$ cat config.mk
export PLATFORM = sky130hd
export DESIGN_NAME = alu_core
export DESIGN_NICKNAME = d
export VERILOG_FILES = /design/src/logic/alu_pkg.sv /design/src/logic/alu_core.sv /design/src/logic/alu_unit.sv
export SDC_FILE = /design/constraint.sdc
export NUM_CORES = 1
export LEC_CHECK = 0
export BUFFER_PORTS_ARGS = -buffer_cell sky130_fd_sc_hd__buf_4
export CAP_MARGIN = 10
export CORE_ASPECT_RATIO = 1.2
export CORE_MARGIN = 2
export CORE_UTILIZATION = 48
export CTS_CLUSTER_DIAMETER = 50
export DETAILED_ROUTE_END_ITERATION = 12
export HOLD_SLACK_MARGIN = 0.1
export PLACE_DENSITY = 0.74
export SLEW_MARGIN = 40
export SYNTH_ARGS = -nofsm -noshare
export SYNTH_HDL_FRONTEND = slang
export SYNTH_SLANG_ARGS = --single-unit
$ cat constraint.sdc
create_clock -name i_mclk -period 2.15 [get_ports i_mclk]
set_clock_uncertainty 0.1 [all_clocks]
set_input_delay 0.43 -clock i_mclk [delete_from_list [all_inputs] [get_ports i_mclk]]
set_output_delay 0.43 -clock i_mclk [all_outputs]
set_load 0.05 [all_outputs]
$ cat src/logic/alu_pkg.sv
// Shared constants, types and decode helpers for the add/and datapath
// Summary of operation
// (RQ1) Add acc, file byte, carry; update five flags
// (RQ2) Destination bit selects accumulator or file byte
// (RQ3) Bank bit selects access bank or bank register
// (RQ4) Extended set, low addresses use indexed offset
// (RQ5) Literal AND into accumulator; only N, Z
// (RQ6) Accumulator AND file byte; only N, Z
// (RQ7) Full 8-bit file address; result to memory
// (RQ8) One word, one cycle of four phases
package alu_pkg;

  localparam int DMEM_AW = 12;
  localparam int BANK_W = DMEM_AW - 8;

  // ****************************************
  // Encodings
  // ****************************************
  localparam logic [5:0] OPC_ADD_CARRY = 6'h08;
  localparam logic [5:0] OPC_AND_FILE = 6'h05;
  localparam logic [7:0] OPC_AND_LIT = 8'h0b;

  // ****************************************
  // Addressing
  // ****************************************
  localparam logic [7:0] INDEXED_LIMIT = 8'h5f;
  localparam logic [7:0] ACCESS_SPLIT = 8'h60;
  localparam logic [BANK_W-1:0] ACCESS_LO_BANK = 4'h0;
  localparam logic [BANK_W-1:0] ACCESS_HI_BANK = 4'hf;

  localparam logic [7:0] W_RESET = 8'h00;

  typedef enum logic [1:0] {
    OP_NONE,
    OP_ADD_CARRY,
    OP_AND_LIT,
    OP_AND_FILE
  } op_t;

  typedef struct packed {
    logic [5:0] opc;
    logic d;
    logic a;
    logic [7:0] f;
  } instr_t;

  typedef struct packed {
    logic n;
    logic ov;
    logic z;
    logic dc;
    logic c;
  } status_t;

  localparam status_t STATUS_RESET = 5'h00;

  typedef struct packed {
    logic [DMEM_AW-1:0] addr;
    logic [7:0] wdata;
    logic rd;
    logic wr;
  } mem_req_t;

  function automatic op_t decode(input instr_t ins);
    op_t op;
    op = OP_NONE;
    if (ins.opc == OPC_ADD_CARRY) begin
      op = OP_ADD_CARRY;
    end else if (ins.opc == OPC_AND_FILE) begin
      op = OP_AND_FILE;
    end else if ({ins.opc, ins.d, ins.a} == OPC_AND_LIT) begin
      op = OP_AND_LIT;
    end
    return op;
  endfunction

  function automatic logic is_file_op(input op_t op);
    return (op == OP_ADD_CARRY) || (op == OP_AND_FILE);
  endfunction

endpackage

$ cat src/logic/alu_core.sv
// Four-phase execution core for add-with-carry and the two AND forms
`timescale 1ns/1ps
module alu_core (
  input wire logic i_mclk,
  input wire logic i_rst,
  input wire logic i_instr_valid,
  input wire alu_pkg::instr_t i_instr,
  input wire logic i_ext_en,
  input wire logic [alu_pkg::BANK_W-1:0] i_bank_select,
  input wire logic [alu_pkg::DMEM_AW-1:0] i_fsr2,
  input wire logic [7:0] i_mem_rdata,
  input wire logic i_preset,
  input wire logic [7:0] i_preset_w,
  input wire alu_pkg::status_t i_preset_status,
  output logic o_instr_ready,
  output logic o_done,
  output alu_pkg::mem_req_t o_mem,
  output logic [7:0] o_w,
  output alu_pkg::status_t o_status
);

  // ****************************************
  // Phase sequencer
  // ****************************************
  typedef enum logic [1:0] {
    PH_DECODE,
    PH_READ,
    PH_PROCESS,
    PH_WRITE
  } phase_t;

  phase_t phase_q, phase_d;

  // The phases run free so every instruction takes exactly four clocks
  always_comb begin
    case (phase_q)
      PH_DECODE: phase_d = PH_READ; // RQ8
      PH_READ: phase_d = PH_PROCESS; // RQ8
      PH_PROCESS: phase_d = PH_WRITE; // RQ8
      PH_WRITE: phase_d = PH_DECODE; // RQ8
      default: phase_d = PH_DECODE;
    endcase
  end

  always_ff @(posedge i_mclk) begin
    if (i_rst) begin
      phase_q <= PH_DECODE;
    end else begin
      phase_q <= phase_d;
    end
  end

  // ****************************************
  // Datapath state
  // ****************************************
  alu_pkg::op_t op_q, op_d;
  alu_pkg::instr_t ins_q, ins_d;
  alu_pkg::status_t stat_q, stat_d;
  alu_pkg::status_t rstat_q, rstat_d;
  alu_pkg::status_t alu_stat;
  logic [alu_pkg::DMEM_AW-1:0] addr_q, addr_d;
  logic [7:0] w_q, w_d;
  logic [7:0] opnd_q, opnd_d;
  logic [7:0] res_q, res_d;
  logic [7:0] alu_res;

  function automatic logic [alu_pkg::DMEM_AW-1:0] file_addr(
    input alu_pkg::instr_t ins,
    input logic ext_en,
    input logic [alu_pkg::BANK_W-1:0] bank,
    input logic [alu_pkg::DMEM_AW-1:0] fsr2
  );
    logic [alu_pkg::DMEM_AW-1:0] ad;
    ad = {alu_pkg::ACCESS_LO_BANK, ins.f};
    if (ins.a) begin
      ad = {bank, ins.f}; // RQ3
    end else if (ext_en && ins.f <= alu_pkg::INDEXED_LIMIT) begin
      // Offset wraps within data space rather than faulting
      ad = fsr2 + {{(alu_pkg::DMEM_AW-8){1'b0}}, ins.f}; // RQ4
    end else if (ins.f < alu_pkg::ACCESS_SPLIT) begin
      ad = {alu_pkg::ACCESS_LO_BANK, ins.f}; // RQ3
    end else begin
      ad = {alu_pkg::ACCESS_HI_BANK, ins.f}; // RQ3
    end
    return ad;
  endfunction

  alu_unit u_alu (
    .i_op(op_q),
    .i_acc(w_q),
    .i_opnd(opnd_q),
    .i_status(stat_q),
    .o_result(alu_res),
    .o_status(alu_stat)
  );

  always_comb begin
    op_d = op_q;
    ins_d = ins_q;
    addr_d = addr_q;
    w_d = w_q;
    stat_d = stat_q;
    opnd_d = opnd_q;
    res_d = res_q;
    rstat_d = rstat_q;
    case (phase_q)
      PH_DECODE: begin
        op_d = alu_pkg::OP_NONE;
        if (i_instr_valid) begin
          ins_d = i_instr;
          op_d = alu_pkg::decode(i_instr); // RQ1 RQ5 RQ6
          addr_d = file_addr(i_instr, i_ext_en, i_bank_select, i_fsr2);
        end else if (i_preset) begin
          w_d = i_preset_w;
          stat_d = i_preset_status;
        end
      end
      PH_READ: begin
        if (alu_pkg::is_file_op(op_q)) begin
          opnd_d = i_mem_rdata; // RQ7
        end else begin
          opnd_d = ins_q.f; // RQ5
        end
      end
      PH_PROCESS: begin
        res_d = alu_res;
        rstat_d = alu_stat;
      end
      PH_WRITE: begin
        if (op_q != alu_pkg::OP_NONE) begin
          stat_d = rstat_q;
          if (op_q == alu_pkg::OP_AND_LIT || !ins_q.d) begin
            w_d = res_q; // RQ2 RQ5
          end
        end
      end
      default: begin
        op_d = alu_pkg::OP_NONE;
      end
    endcase
  end

  always_ff @(posedge i_mclk) begin
    if (i_rst) begin
      op_q <= alu_pkg::OP_NONE;
      ins_q <= '0;
      addr_q <= '0;
      w_q <= alu_pkg::W_RESET;
      stat_q <= alu_pkg::STATUS_RESET;
      opnd_q <= 8'h00;
      res_q <= 8'h00;
      rstat_q <= alu_pkg::STATUS_RESET;
    end else begin
      op_q <= op_d;
      ins_q <= ins_d;
      addr_q <= addr_d;
      w_q <= w_d;
      stat_q <= stat_d;
      opnd_q <= opnd_d;
      res_q <= res_d;
      rstat_q <= rstat_d;
    end
  end

  // ****************************************
  // Outputs
  // ****************************************
  logic file_op;

  always_comb begin
    file_op = alu_pkg::is_file_op(op_q);
    o_instr_ready = (phase_q == PH_DECODE);
    o_done = (phase_q == PH_WRITE) && (op_q != alu_pkg::OP_NONE); // RQ8
    o_mem.addr = addr_q;
    o_mem.wdata = res_q;
    o_mem.rd = (phase_q == PH_READ) && file_op;
    o_mem.wr = (phase_q == PH_WRITE) && file_op && ins_q.d; // RQ2 RQ7
    o_w = w_q;
    o_status = stat_q;
  end

  logic take;
  alu_pkg::op_t take_op;
  assign take = o_instr_ready && i_instr_valid;
  assign take_op = alu_pkg::decode(i_instr);
endmodule

$ cat src/logic/alu_unit.sv
// Combinational arithmetic and logic stage with flag generation
`timescale 1ns/1ps
module alu_unit (
  input wire alu_pkg::op_t i_op,
  input wire logic [7:0] i_acc,
  input wire logic [7:0] i_opnd,
  input wire alu_pkg::status_t i_status,
  output logic [7:0] o_result,
  output alu_pkg::status_t o_status
);

  logic [8:0] sum;
  logic [4:0] low_sum;

  always_comb begin
    sum = {1'b0, i_acc} + {1'b0, i_opnd} + {8'h00, i_status.c};
    low_sum = {1'b0, i_acc[3:0]} + {1'b0, i_opnd[3:0]}
      + {4'h0, i_status.c};
    o_status = i_status;
    o_result = i_acc;
    case (i_op)
      alu_pkg::OP_ADD_CARRY: begin
        o_result = sum[7:0]; // RQ1
        o_status.c = sum[8]; // RQ1
        o_status.dc = low_sum[4]; // RQ1
        // Signed overflow: like-signed operands, result sign flips
        o_status.ov = (i_acc[7] == i_opnd[7]) && (sum[7] != i_acc[7]);
      end
      alu_pkg::OP_AND_LIT, alu_pkg::OP_AND_FILE: begin
        o_result = i_acc & i_opnd; // RQ5 RQ6
      end
      default: begin
        o_result = i_acc;
      end
    endcase
    // Only N and Z move for the AND forms; C, DC, OV keep their value
    o_status.n = o_result[7]; // RQ1 RQ5 RQ6
    o_status.z = (o_result == 8'h00); // RQ1 RQ5 RQ6
    if (i_op == alu_pkg::OP_NONE) begin
      o_status = i_status;
    end
  end

endmodule

==> qor.csv <==
stage,metric,value,unit
logic_synthesis,syn_inst,427,
logic_synthesis,yosysWarnings,0,
timing,report.final.slew_viol_count,0,
setup_path,worst-setup-path-type,register to register,
setup_path,cpMostUsedCell,fa_2,
setup_path,cp-end-kind,register,
clock_network,cts_root_buf,clkbuf_8,
logic_synthesis,syn_area_per_cell,8.41,µm²
cells_and_area,n_antenna_cell,0,
global_route,grt_pass1_vias,3553,
worst_hold_path,hold_class,input pin to register,
clock_network,clkSlewWorstSetupHoldPaths,0.07,ns
clock_network,tritoncts_num_sinks,59,
logic_synthesis,ys_seq_area_frac,0.329,
setup_path,worstReg2RegEnd,rstat_q[2],
setup_path,crit_path_max_incr_delay,0.36,ns
setup_path,crit_buf_inv,1,
clock_network,clk_latency,0.34,ns
timing,slew_headroom,0.644,
floorplan,die_w,83.0,µm
logic_synthesis,synth_nets,508,
timing,hold_viol,0,
clock_network,numCtsBuffers,9,
setup_path,cp.required,2.34,ns
setup_path,arrival,2.40,ns
global_route,grt_max_degree,48,
logic_synthesis,ys.flop_type,dfxtp_1,
routing,first_pass_iters,4,
floorplan,die_y,98.8,µm
timing,tightest_slew,0.533,ns
global_route,overflow,0,
placed_design,place_congestion,0.864,
run_status,violations,setup timing,
logic_synthesis,async_reset_ff_frac,0,
timing,clock.fmax,0.451,GHz
job,drv_cap,0,
routing,drc,0,
setup_path,worstSetupStartpointType,register,
clock_network,cts_tree,done,
logic_synthesis,synth_enable_flop_cells,0,
floorplan,core-area,7270,µm²
power,power_density,851,nW/µm²
worst_hold_path,min_path_cells,3,
cells_and_area,final_nets,636,
floorplan,dieArea,8190,µm²
setup_path,r2r_slack,-0.06,ns
cells_and_area,final_cell_mix,"buf_4, nor2_1, dfxtp_1",
setup_path,crit_start,o_w[0],
routing,finalWirelength,9650,µm
clock_network,postCtsHoldBufs,0,
cells_and_area,layout_commonest_cell,buf_4,
routing,wl_per_cell,14.8,µm
timing,setup_slack,-0.0649,ns
setup_path,critical-path-top-delay-family,compound AO/OA/AOI/OAI gates,
run_status,outcome,"complete, but fails checks",
placed_design,dpl.hpwl,7570,µm
floorplan,rows,34,
setup_path,cp_slowest_cell,dfxtp_4,
clock_network,clk_path_buf_depth,2,
cells_and_area,fin_area,4900,µm²
floorplan,start_util,0.494,
power,ir_worst_vdd,0.549,mV
global_route,antenna_found_initial,0,
setup_path,reg2reg_depth,9,
setup_path,cp_max_fo,3,
cells_and_area,area_growth,36.4,%
global_route,grt_pass1_wl,16100,µm
routing,ant_nets,0,
power,p_leak,0.00216,µW
timing,rsz0062_at_grt,true,
worst_hold_path,hold-path-endpoint,ins_q[9],
global_route,track_usage,0.241,
routing,drtIter0Drc,85,
routing,vias,3523,
placed_design,io_buffers,94,
clock_network,h-tree-depth,3,
timing,setup_tns,-0.0758,ns
timing,setup_viol,3,
timing,fin_crit_sh,1.03,
setup_path,r2r_start,o_w[0],
cells_and_area,drive_above_1_share,0.338,
setup_path,path_cells,fa_2 > inv_2 > fa_2 > nand2b_4 > a211oi_4 > o21ai_1 > a211oi_2 > nor3b_2 > a41o_1,
placed_design,place_area,4680,µm²
logic_synthesis,syn_area,3590,µm²
logic_synthesis,synth_cell_types,57,
routing,avgViaCountPerCell,5.42,
worst_hold_path,hold_start,i_instr[9],
floorplan,ios,95,
logic_synthesis,synth-seq-cells,59,
placed_design,pre_cts_ws,-0.264,ns
timing,min_period,2.21,ns
-- worst max path at each step --
stage                       to  slack [ns]  cells after the start
global placement    addr_q[10]       -0.18                     10
floorplan           rstat_q[2]        -0.1                      9
finish              rstat_q[2]       -0.06                      9
detailed placement  addr_q[10]       -0.26                     10
CTS                 rstat_q[2]       -0.08                      9
global route        rstat_q[2]       -0.16                      9
-- worst min-delay path: cells and delay by family --
| family | cells | cell delay [ns] |
|---|---|---|
| AOI/OAI and AO/OA | 1 | 0.05 |
| and+or+nand+nor | 1 | 0.05 |
| buffers and inverters | 1 | 0.11 |
-- state kept, by name (all words and copies together) (netlist names) --
register / count
res_q: 8
addr_q: 12
o_status: 5
rstat_q: 5
ins_q: 9
o_w: 8
op_q: 2
opnd_q: 8
phase_q: 2
-- what timing repair did --
item	in CTS	in global routing
setup buffers	0	1
pin swaps	7	6
setup endpoints to repair	3	9
resized for setup	3	6
-- report_power, final --
part | switching (µW) | internal (µW) | total (µW)
Clock | 458 | 483 | 941
Combinational | 1090 | 731 | 1820
Sequential | 124 | 1280 | 1410
-- stage by stage --
step                std cells  total power, µW  hold WS (ns)  utilization
global route              650             4440         0.251        0.674
floorplan                 427             2630         0.332            -
global placement          633             3180         0.343        0.644
finish                    650             4170         0.245        0.674
detailed placement        633             3230         0.347        0.644
CTS                       649             4190         0.231        0.671
-- Yosys cell counts, types with 3 or more instances --
library cell   n  share of area
nor2b_1        9          0.016
or3_1          5         0.0087
ha_1          20          0.070
a21oi_1       30          0.042
clkbuf_1      13          0.014
dfxtp_1       59           0.33
and2_1         3         0.0052
xor2_1         4         0.0098
a311oi_1       3         0.0073
nor2_1        63          0.066
nand2b_1      10          0.017
inv_1         10          0.010
buf_2          7         0.0098
mux2i_1       33          0.092
nand3_1        5         0.0070
fa_1           3          0.017
o21ai_0       13          0.018
nand2_1       38          0.040
xnor2_1        7          0.017
buf_6          3         0.0094
mux2_2         7          0.022
nor3_1         7         0.0098
a22oi_1        3         0.0063
a211oi_1      26          0.054
-- area by class of cell --
cell class	instances	area [µm²]
fillers	632	2370
multi-input cells	332	2290
flip-flops and latches	59	1190
repair buffers	143	1080
clock buffers	10	149
well taps	90	113
clock inverters	6	38.8
inverters	10	37.5
-- routing by layer --
metal  vias up  global-route usage  share of wire
li1       1771                   -              -
met1      1621               0.257           0.40
met2       107               0.449           0.52
met3        24              0.0611          0.058
met4         0               0.101          0.026
met5         -                   0              0
-- kinds of logic after synthesis --
| family | Yosys count | synth area share |
|---|---|---|
| compound gates | 102 | 0.192 |
| mux | 40 | 0.114 |
| flops | 59 | 0.329 |
| buf+inv | 36 | 0.0474 |
| fa+ha+maj | 23 | 0.0864 |
| simple gates | 156 | 0.204 |
| xor+xnor | 11 | 0.0268 |
Note: power is estimated with default switching activity, not from simulation.
